**src/design/bbc_pkg.sv**
```systemverilog
// Package for the converter configuration registers and their host.
// Assumes a single 100 MHz clock domain shared by both ends.
package bbc_pkg;
    localparam int ADDR_W = 8;
    localparam int DATA_W = 8;

    localparam logic [7:0] TOP_CONFIG_OFFSET = 8'h28;
    localparam logic [7:0] CH0_CONFIG_OFFSET = 8'h29;

    // Top configuration field positions
    localparam int TOP_SPARE_BIT = 7;
    localparam int TOP_MRST_BIT = 6;
    localparam int TOP_BIAS_DEF_BIT = 5;
    localparam int TOP_DBNC_DEF_BIT = 4;
    localparam int TOP_RSVD_HI = 3;
    localparam int TOP_RSVD_LO = 2;
    localparam int TOP_DRV_HI = 1;
    localparam int TOP_DRV_LO = 0;

    // Channel 0 configuration field positions
    localparam int CH0_PEAK_HI = 7;
    localparam int CH0_PEAK_LO = 6;
    localparam int CH0_VOLT_HI = 5;
    localparam int CH0_VOLT_LO = 0;

    // Bits that software must keep at zero when writing the top register
    localparam logic [7:0] TOP_ZERO_MASK = 8'h8c;
    // Bits that software keeps at their programmed default
    localparam logic [7:0] TOP_KEEP_MASK = 8'h70;

    // Programmed defaults (neutral values)
    localparam logic [7:0] OTP_TOP_DEFAULT = 8'h01;
    localparam logic [7:0] OTP_CH0_DEFAULT = 8'h00;

    localparam logic [7:0] UNMAPPED_READ = 8'h00;

    // Manual reset hold times in seconds
    localparam logic [4:0] MRST_LONG_S = 5'h10;
    localparam logic [4:0] MRST_SHORT_S = 5'h08;

    // Enable pin debounce times in microseconds
    localparam logic [14:0] DBNC_SHORT_US = 15'h0064;
    localparam logic [14:0] DBNC_LONG_US = 15'h7530;

    // Target voltage transfer function in millivolts
    localparam logic [11:0] VOLT_BASE_MV = 12'h320;
    localparam logic [11:0] VOLT_STEP_MV = 12'h019;

    // Peak current limits in milliamps for the two codes with printed values
    localparam logic [11:0] PEAK_CODE2_MA = 12'h2c3;
    localparam logic [11:0] PEAK_CODE3_MA = 12'h1f4;

    // Number of converter output channels sharing the drive strength
    localparam int NUM_CHANNELS = 3;
endpackage

```
**src/design/bbc_bus_if.sv**
```systemverilog
// Register access path between the host and the configuration registers.
// Assumes both ends run on the same clock; one request per transfer.
`timescale 1ns/1ps
`default_nettype none
interface bbc_bus_if;
    import bbc_pkg::*;
    logic req_wr;
    logic req_rd;
    logic [ADDR_W-1:0] addr;
    logic [DATA_W-1:0] wdata;
    logic ack;
    logic [DATA_W-1:0] rdata;

    modport dev
    (
        input req_wr,
        input req_rd,
        input addr,
        input wdata,
        output ack,
        output rdata
    );

    modport host
    (
        output req_wr,
        output req_rd,
        output addr,
        output wdata,
        input ack,
        input rdata
    );
endinterface
`default_nettype wire

```
**src/design/bbc_config_regs.sv**
```systemverilog
// Converter configuration registers: top config and channel 0 config.
// Assumes the host holds a request for one cycle and waits for ack.
//
// Function
// - Reset hold time follows programmed default only
// - Bias default bit sets bias select reset
// - Writing bias default leaves bias mode alone
// - Debounce default bit sets debounce select reset
// - Writing debounce default leaves debounce alone
// - Software keeps default bits at programmed values
// - Software writes bit seven as zero
// - Software writes reserved bits three, two zero
// - Drive code picks transition speed, higher slower
// - Drive strength applies to all channels
// - Voltage code maps linearly, 25 mV steps
`timescale 1ns/1ps
`default_nettype none
module bbc_config_regs
    import bbc_pkg::*;
#(
    parameter logic [7:0] OTP_TOP = OTP_TOP_DEFAULT,
    parameter logic [7:0] OTP_CH0 = OTP_CH0_DEFAULT,
    parameter int CHANNELS = NUM_CHANNELS,
    parameter logic [11:0] PEAK_CODE0_MA = 12'h3e8,
    parameter logic [11:0] PEAK_CODE1_MA = 12'h352
)
(
    input wire logic CLK,
    input wire logic SYS_RST,
    bbc_bus_if.dev BUS,
    output logic [4:0] MANUAL_RESET_HOLD_TIME_S,
    output logic BIAS_LOWPOWER_SELECT_RESET,
    output logic [14:0] ENABLE_PIN_DEBOUNCE_US,
    output logic ENABLE_PIN_DEBOUNCE_SELECT_RESET,
    output logic [2*CHANNELS-1:0] CONVERTER_DRIVE_STRENGTH,
    output logic [1:0] CHANNEL0_PEAK_CURRENT_LIMIT,
    output logic [11:0] CHANNEL0_PEAK_CURRENT_MA,
    output logic [5:0] CHANNEL0_TARGET_VOLTAGE,
    output logic [11:0] CHANNEL0_TARGET_MV
);

    function automatic logic [11:0] peak_ma(input logic [1:0] code);
        logic [11:0] ma;
        ma = PEAK_CODE0_MA;
        unique case (code)
            2'h0: ma = PEAK_CODE0_MA;
            2'h1: ma = PEAK_CODE1_MA;
            2'h2: ma = PEAK_CODE2_MA;
            2'h3: ma = PEAK_CODE3_MA;
        endcase
        return ma;
    endfunction

    function automatic logic [11:0] volt_mv(input logic [5:0] code);
        logic [11:0] mv;
        mv = VOLT_BASE_MV + VOLT_STEP_MV * {6'h00, code};
        return mv;
    endfunction

    logic [7:0] top_reg;
    logic [7:0] ch0_reg;
    logic ack;
    logic [7:0] rdata;
    logic [4:0] mrst_s;
    logic bias_rst;
    logic dbnc_rst;
    logic [14:0] dbnc_us;
    logic [2*CHANNELS-1:0] drive;
    logic [1:0] peak;
    logic [11:0] peak_ma_val;
    logic [5:0] volt;
    logic [11:0] volt_mv_val;

    logic [7:0] next_top_reg;
    logic [7:0] next_ch0_reg;
    logic next_ack;
    logic [7:0] next_rdata;
    logic [4:0] next_mrst_s;
    logic next_bias_rst;
    logic next_dbnc_rst;
    logic [14:0] next_dbnc_us;
    logic [2*CHANNELS-1:0] next_drive;
    logic [1:0] next_peak;
    logic [11:0] next_peak_ma_val;
    logic [5:0] next_volt;
    logic [11:0] next_volt_mv_val;

    // Register storage and bus answers
    always_comb
    begin
        next_top_reg = top_reg;
        next_ch0_reg = ch0_reg;
        next_ack = BUS.req_wr | BUS.req_rd;
        next_rdata = UNMAPPED_READ;
        if (BUS.req_wr)
        begin
            // Default bits are stored only; they steer nothing after reset
            if (BUS.addr == TOP_CONFIG_OFFSET)
            begin
                next_top_reg = BUS.wdata;
            end
            if (BUS.addr == CH0_CONFIG_OFFSET)
            begin
                next_ch0_reg = BUS.wdata;
            end
        end
        if (BUS.req_rd)
        begin
            if (BUS.addr == TOP_CONFIG_OFFSET)
            begin
                next_rdata = top_reg;
            end
            else if (BUS.addr == CH0_CONFIG_OFFSET)
            begin
                next_rdata = ch0_reg;
            end
        end
    end

    always_ff @(posedge CLK)
    begin
        if (SYS_RST)
        begin
            top_reg <= OTP_TOP;
            ch0_reg <= OTP_CH0;
            ack <= 1'b0;
            rdata <= UNMAPPED_READ;
        end
        else
        begin
            top_reg <= next_top_reg;
            ch0_reg <= next_ch0_reg;
            ack <= next_ack;
            rdata <= next_rdata;
        end
    end

    assign BUS.ack = ack;
    assign BUS.rdata = rdata;

    // Fixed settings taken from the programmed defaults only
    always_comb
    begin
        next_mrst_s = OTP_TOP[TOP_MRST_BIT] ? MRST_SHORT_S : MRST_LONG_S;
        next_bias_rst = OTP_TOP[TOP_BIAS_DEF_BIT];
        next_dbnc_rst = OTP_TOP[TOP_DBNC_DEF_BIT];
        next_dbnc_us = OTP_TOP[TOP_DBNC_DEF_BIT] ? DBNC_LONG_US : DBNC_SHORT_US;
    end

    always_ff @(posedge CLK)
    begin
        if (SYS_RST)
        begin
            mrst_s <= MRST_LONG_S;
            bias_rst <= 1'b0;
            dbnc_rst <= 1'b0;
            dbnc_us <= DBNC_SHORT_US;
        end
        else
        begin
            mrst_s <= next_mrst_s;
            bias_rst <= next_bias_rst;
            dbnc_rst <= next_dbnc_rst;
            dbnc_us <= next_dbnc_us;
        end
    end

    // Drive strength fanned out to every channel
    generate
        for (genvar ch = 0; ch < CHANNELS; ch++)
        begin : g_drive
            assign next_drive[2*ch+1:2*ch] = top_reg[TOP_DRV_HI:TOP_DRV_LO];
        end
    endgenerate

    // Channel 0 limit and voltage decode
    always_comb
    begin
        next_peak = ch0_reg[CH0_PEAK_HI:CH0_PEAK_LO];
        next_peak_ma_val = peak_ma(ch0_reg[CH0_PEAK_HI:CH0_PEAK_LO]);
        next_volt = ch0_reg[CH0_VOLT_HI:CH0_VOLT_LO];
        next_volt_mv_val = volt_mv(ch0_reg[CH0_VOLT_HI:CH0_VOLT_LO]);
    end

    always_ff @(posedge CLK)
    begin
        if (SYS_RST)
        begin
            drive <= '0;
            peak <= 2'h0;
            peak_ma_val <= PEAK_CODE0_MA;
            volt <= 6'h00;
            volt_mv_val <= VOLT_BASE_MV;
        end
        else
        begin
            drive <= next_drive;
            peak <= next_peak;
            peak_ma_val <= next_peak_ma_val;
            volt <= next_volt;
            volt_mv_val <= next_volt_mv_val;
        end
    end

    assign MANUAL_RESET_HOLD_TIME_S = mrst_s;
    assign BIAS_LOWPOWER_SELECT_RESET = bias_rst;
    assign ENABLE_PIN_DEBOUNCE_US = dbnc_us;
    assign ENABLE_PIN_DEBOUNCE_SELECT_RESET = dbnc_rst;
    assign CONVERTER_DRIVE_STRENGTH = drive;
    assign CHANNEL0_PEAK_CURRENT_LIMIT = peak;
    assign CHANNEL0_PEAK_CURRENT_MA = peak_ma_val;
    assign CHANNEL0_TARGET_VOLTAGE = volt;
    assign CHANNEL0_TARGET_MV = volt_mv_val;

endmodule
`default_nettype wire

```
**src/flat_wrapper.sv**
```systemverilog
// flat-port wrapper written by rule: the top's interface ports become plain ports
module bbc_config_regs_flat import bbc_pkg::*;
#(
    parameter logic [7:0] OTP_TOP = OTP_TOP_DEFAULT,
    parameter logic [7:0] OTP_CH0 = OTP_CH0_DEFAULT,
    parameter int CHANNELS = NUM_CHANNELS,
    parameter logic [11:0] PEAK_CODE0_MA = 12'h3e8,
    parameter logic [11:0] PEAK_CODE1_MA = 12'h352
)
  (CLK, SYS_RST, MANUAL_RESET_HOLD_TIME_S, BIAS_LOWPOWER_SELECT_RESET, ENABLE_PIN_DEBOUNCE_US, ENABLE_PIN_DEBOUNCE_SELECT_RESET, CONVERTER_DRIVE_STRENGTH, CHANNEL0_PEAK_CURRENT_LIMIT, CHANNEL0_PEAK_CURRENT_MA, CHANNEL0_TARGET_VOLTAGE, CHANNEL0_TARGET_MV, BUS_req_wr, BUS_req_rd, BUS_addr, BUS_wdata, BUS_ack, BUS_rdata);
  bbc_bus_if BUS_i ();
  input wire logic CLK;
  input wire logic SYS_RST;
  output logic [4:0] MANUAL_RESET_HOLD_TIME_S;
  output logic BIAS_LOWPOWER_SELECT_RESET;
  output logic [14:0] ENABLE_PIN_DEBOUNCE_US;
  output logic ENABLE_PIN_DEBOUNCE_SELECT_RESET;
  output logic [2*CHANNELS-1:0] CONVERTER_DRIVE_STRENGTH;
  output logic [1:0] CHANNEL0_PEAK_CURRENT_LIMIT;
  output logic [11:0] CHANNEL0_PEAK_CURRENT_MA;
  output logic [5:0] CHANNEL0_TARGET_VOLTAGE;
  output logic [11:0] CHANNEL0_TARGET_MV;
  input wire logic [$bits(BUS_i.req_wr)-1:0] BUS_req_wr;
  input wire logic [$bits(BUS_i.req_rd)-1:0] BUS_req_rd;
  input wire logic [$bits(BUS_i.addr)-1:0] BUS_addr;
  input wire logic [$bits(BUS_i.wdata)-1:0] BUS_wdata;
  output wire logic [$bits(BUS_i.ack)-1:0] BUS_ack;
  output wire logic [$bits(BUS_i.rdata)-1:0] BUS_rdata;
  assign BUS_i.req_wr = BUS_req_wr;
  assign BUS_i.req_rd = BUS_req_rd;
  assign BUS_i.addr = BUS_addr;
  assign BUS_i.wdata = BUS_wdata;
  assign BUS_ack = BUS_i.ack;
  assign BUS_rdata = BUS_i.rdata;
  bbc_config_regs #(.OTP_TOP(OTP_TOP), .OTP_CH0(OTP_CH0), .CHANNELS(CHANNELS), .PEAK_CODE0_MA(PEAK_CODE0_MA), .PEAK_CODE1_MA(PEAK_CODE1_MA)) u_core (.CLK(CLK), .SYS_RST(SYS_RST), .BUS(BUS_i), .MANUAL_RESET_HOLD_TIME_S(MANUAL_RESET_HOLD_TIME_S), .BIAS_LOWPOWER_SELECT_RESET(BIAS_LOWPOWER_SELECT_RESET), .ENABLE_PIN_DEBOUNCE_US(ENABLE_PIN_DEBOUNCE_US), .ENABLE_PIN_DEBOUNCE_SELECT_RESET(ENABLE_PIN_DEBOUNCE_SELECT_RESET), .CONVERTER_DRIVE_STRENGTH(CONVERTER_DRIVE_STRENGTH), .CHANNEL0_PEAK_CURRENT_LIMIT(CHANNEL0_PEAK_CURRENT_LIMIT), .CHANNEL0_PEAK_CURRENT_MA(CHANNEL0_PEAK_CURRENT_MA), .CHANNEL0_TARGET_VOLTAGE(CHANNEL0_TARGET_VOLTAGE), .CHANNEL0_TARGET_MV(CHANNEL0_TARGET_MV));
endmodule
```
**config.mk**
```make
export PLATFORM = sky130hd
export DESIGN_NAME = bbc_config_regs_flat
export DESIGN_NICKNAME = d
export VERILOG_FILES = /design/src/design/bbc_pkg.sv /design/src/design/bbc_bus_if.sv /design/src/design/bbc_config_regs.sv /design/src/flat_wrapper.sv
export SDC_FILE = /design/constraint.sdc
export NUM_CORES = 1
export LEC_CHECK = 0
export BUFFER_PORTS_ARGS = -buffer_cell sky130_fd_sc_hd__buf_2
export CELL_PAD_IN_SITES_DETAIL_PLACEMENT = 1
export CELL_PAD_IN_SITES_GLOBAL_PLACEMENT = 1
export CORE_UTILIZATION = 27
export DETAILED_ROUTE_END_ITERATION = 8
export PLACE_DENSITY = 0.71
export SYNTH_ARGS = -nofsm -noshare
export SYNTH_HDL_FRONTEND = slang
export SYNTH_SLANG_ARGS = --single-unit
```
**constraint.sdc**
```tcl
create_clock -name CLK -period 3.5 [get_ports CLK]
set_input_delay 0.525 -clock CLK [delete_from_list [all_inputs] [get_ports CLK]]
set_output_delay 0.525 -clock CLK [all_outputs]
set_load 0.05 [all_outputs]
```
==> impl_metrics.py <==
metrics = {
    "run_status": {
        "run_status": "complete, no violations",
    },
    "power_and_ir_drop": {
        "p_sw_uw": 300,
        "internal-power_uw": 763,
        "powerDensity_mw_per_mm2": 358,
        "switching_share_pct": 28.2,
        "pwr-share-comb_pct": 10.1,
        "p_leak_uw": 0.00151,
        "pwr-share-seq_pct": 57.0,
        "clockPowerShare_pct": 32.9,
        "irDropWorstVdd_mv": 0.151,
    },
    "cts": {
        "ctsHoldBuffers": 0,
        "cts_tree": "built",
        "clock_latency_ns": 0.30,
        "clk_path_buf_depth": 2,
        "numCtsBuffers": 5,
        "root_buffer": "clkbuf_8",
        "htree_levels": 2,
        "cts.sinks": 53,
        "path_clk_slew_ns": 0.10,
        "cts_resized": 0,
        "cts_setup_buffers": 0,
    },
    "worst_setup_path": {
        "rr_startpoint": "u_core.ch0_reg[1]",
        "cp.required_ns": 3.73,
        "reg2reg_depth": 12,
        "cp_max_fo": 4,
        "path_class": "reg2reg",
        "rrSetupSlack_ns": 0.60,
        "worstSetupEndpointType": "register",
        "start_kind": "register",
        "cp_data_arrival_time_ns": 3.13,
        "reg2reg_to": "u_core.CHANNEL0_TARGET_MV[11]",
    },
    "floorplan": {
        "fp-row-count": 35,
        "die_h_um": 99.7,
        "die_area_sq_mm": 0.00994,
        "io-pin-count": 89,
        "core_area_sq_mm": 0.00924,
        "die_width_um": 99.7,
        "start_util_pct": 27.9,
    },
    "timing": {
        "fmax_mhz": 345,
        "post-route-period-util_pct": 82.8,
        "slew_headroom_pct": 55.8,
        "fin_setup_tns_ns": 0,
        "worstMarginPinSlew_ns": 0.660,
        "slew_violations": 0,
        "fin_worst_skew_ns": 0.00548,
        "setup_viol": 0,
        "finalHoldViolations": 0,
        "rsz0062_at_grt": "false",
        "period_needed_ns": 2.90,
    },
    "global_route": {
        "grt_remaining_overflow": 0,
        "gr-usage-all-layers_pct": 11.3,
        "grt_pass1_vias": 1823,
        "grt_start_max_net_pins": 42,
        "grt_pass1_wl_mm": 8.85,
        "antenna_found_initial": 1,
    },
    "synthesis": {
        "synth_cells": 255,
        "yosys_warnings": 0,
        "ys_types": 37,
        "synth.area.top_cells": "dfxtp_1, ha_1, buf_4, mux2i_1, nor2_1",
        "synth_seq_area_share_pct": 41.2,
        "synth-async-reset-ratio_pct": 0,
        "synth_area_per_cell_sq_um": 10.1,
        "synth_edf_count": 0,
        "synth_seq_cells": 53,
        "ys.flop_type": "dfxtp_1",
        "synth.largest_area_cell": "dfxtp_1",
        "yosysTopAreaCellShare_pct": 41.2,
        "syn_area_sq_mm": 0.00258,
    },
    "cells_and_area": {
        "mostFrequentLayoutCells": "buf_2, dfxtp_1, nor2_1",
        "antenna_cells": 0,
        "layout.cells.non_filler": 440,
        "areaGrowthSynthToFinish_pct": 15.0,
        "drive_gt1_share_pct": 24.8,
        "num-nets-final": 364,
        "largest_reg_flops": 12,
        "layout_commonest_cell": "buf_2",
        "fin_area_sq_mm": 0.00296,
    },
    "route": {
        "vias_per_cell": 4.14,
        "via_count": 1820,
        "drtAntennaViolNets": 0,
        "drt_iter0_drc": 50,
        "wire_per_inst_um": 12.2,
        "wirelength_mm": 5.36,
        "drc": 0,
        "first_pass_iters": 4,
    },
    "min_path": {
        "whs_path_depth": 3,
        "hold_end": "u_core.BUS.ack",
        "min_from": "BUS_req_rd",
        "min_path_type": "in2reg",
    },
    "placed_design": {
        "placed_area_sq_mm": 0.00287,
        "dp_hpwl_mm": 4.08,
        "port_buffers": 63,
        "dp_cells": 432,
        "globalplace.congestion": 0.715,
    },
    "run": {
        "drv_cap": 0,
    },
}
final cells by class:
cell class	instances	area (sq um)
inverters	19	71.3
clock buffers	5	68.8
multi-input cells	167	1260
well taps	129	161
repair buffers	64	323
fillers	1073	6280
flip-flops and latches	53	1060
clock inverters	3	22.5
worst max-delay path by stage:
stage | endpoint | cells past startpoint | start | slack [ns]
after detailed placement | u_core.CHANNEL0_TARGET_MV[11] | 12 | u_core.ch0_reg[1] | 0.64
after floorplan | u_core.CHANNEL0_TARGET_MV[11] | 12 | u_core.ch0_reg[1] | 0.88
after global routing | u_core.CHANNEL0_TARGET_MV[11] | 12 | u_core.ch0_reg[1] | 0.37
after CTS | u_core.CHANNEL0_TARGET_MV[11] | 12 | u_core.ch0_reg[1] | 0.61
after global placement | u_core.CHANNEL0_TARGET_MV[11] | 12 | u_core.ch0_reg[1] | 0.78
final | u_core.CHANNEL0_TARGET_MV[11] | 12 | u_core.ch0_reg[1] | 0.60
synth_stat cells, types with 3 or more instances:
cell and instances:
dfxtp_1 53, nor2_1 37, buf_4 32, ha_1 31
mux2i_1 23, inv_1 19, nor2b_1 11, nand2_1 6
clkbuf_1 4, fa_1 3, nor3_1 3
routing by layer:
metal	up-vias	wire length (um)	global-route usage (%)
met1	868	2370	13.5
met4	2	49	3.73
met5	-	10	0
met3	7	309	2.88
met2	56	2620	19.7
li1	887	-	-
cells by family (layout without fill, tap and decap cells):
| group | after synthesis | in the layout | synth area share, % |
|---|---|---|---|
| AND/OR/NAND/NOR | 69 | 69 | 14.2 |
| buffers and inverters | 58 | 91 | 13.4 |
| flip-flops | 53 | 53 | 41.2 |
| adder cells (fa/ha/maj) | 34 | 34 | 17.4 |
| multiplexers | 23 | 23 | 8.93 |
| AO/OA/AOI/OAI | 15 | 15 | 4.27 |
| other | 2 | 25 | 0.291 |
| XOR/XNOR | 1 | 1 | 0.340 |
power by group through the flow:
stage	clock [uW]	sequential, uW	combinational, uW
detailed placement	0	619	107
floorplan	0	625	104
finish	350	605	107
CTS	370	606	107
global placement	0	619	107
global route	395	606	113
per-stage QoR:
stage	utilization [%]	power, uW	setup WS [ns]	hold slack [ns]
6_report	32.1	1060	0.602	0.442
5_1_grt	32.1	1110	0.371	0.448
4_1_cts	32.1	1080	0.607	0.435
3_5_place_dp	31.1	727	0.644	0.482
3_3_place_gp	31.1	726	0.779	0.474
2_1_floorplan	-	729	0.885	0.459
worst max-delay path, stage by stage (launching register included):
cell      delay, ns
dfxtp_1        0.39
inv_1          0.09
ha_1           0.31
inv_1          0.08
fa_1           0.42
ha_1           0.29
ha_1           0.19
inv_1          0.07
fa_1           0.37
nor2b_1        0.22
o31a_1         0.20
nand4_1        0.10
o211ai_1       0.10
Note: power is estimated with default switching activity, not from simulation.
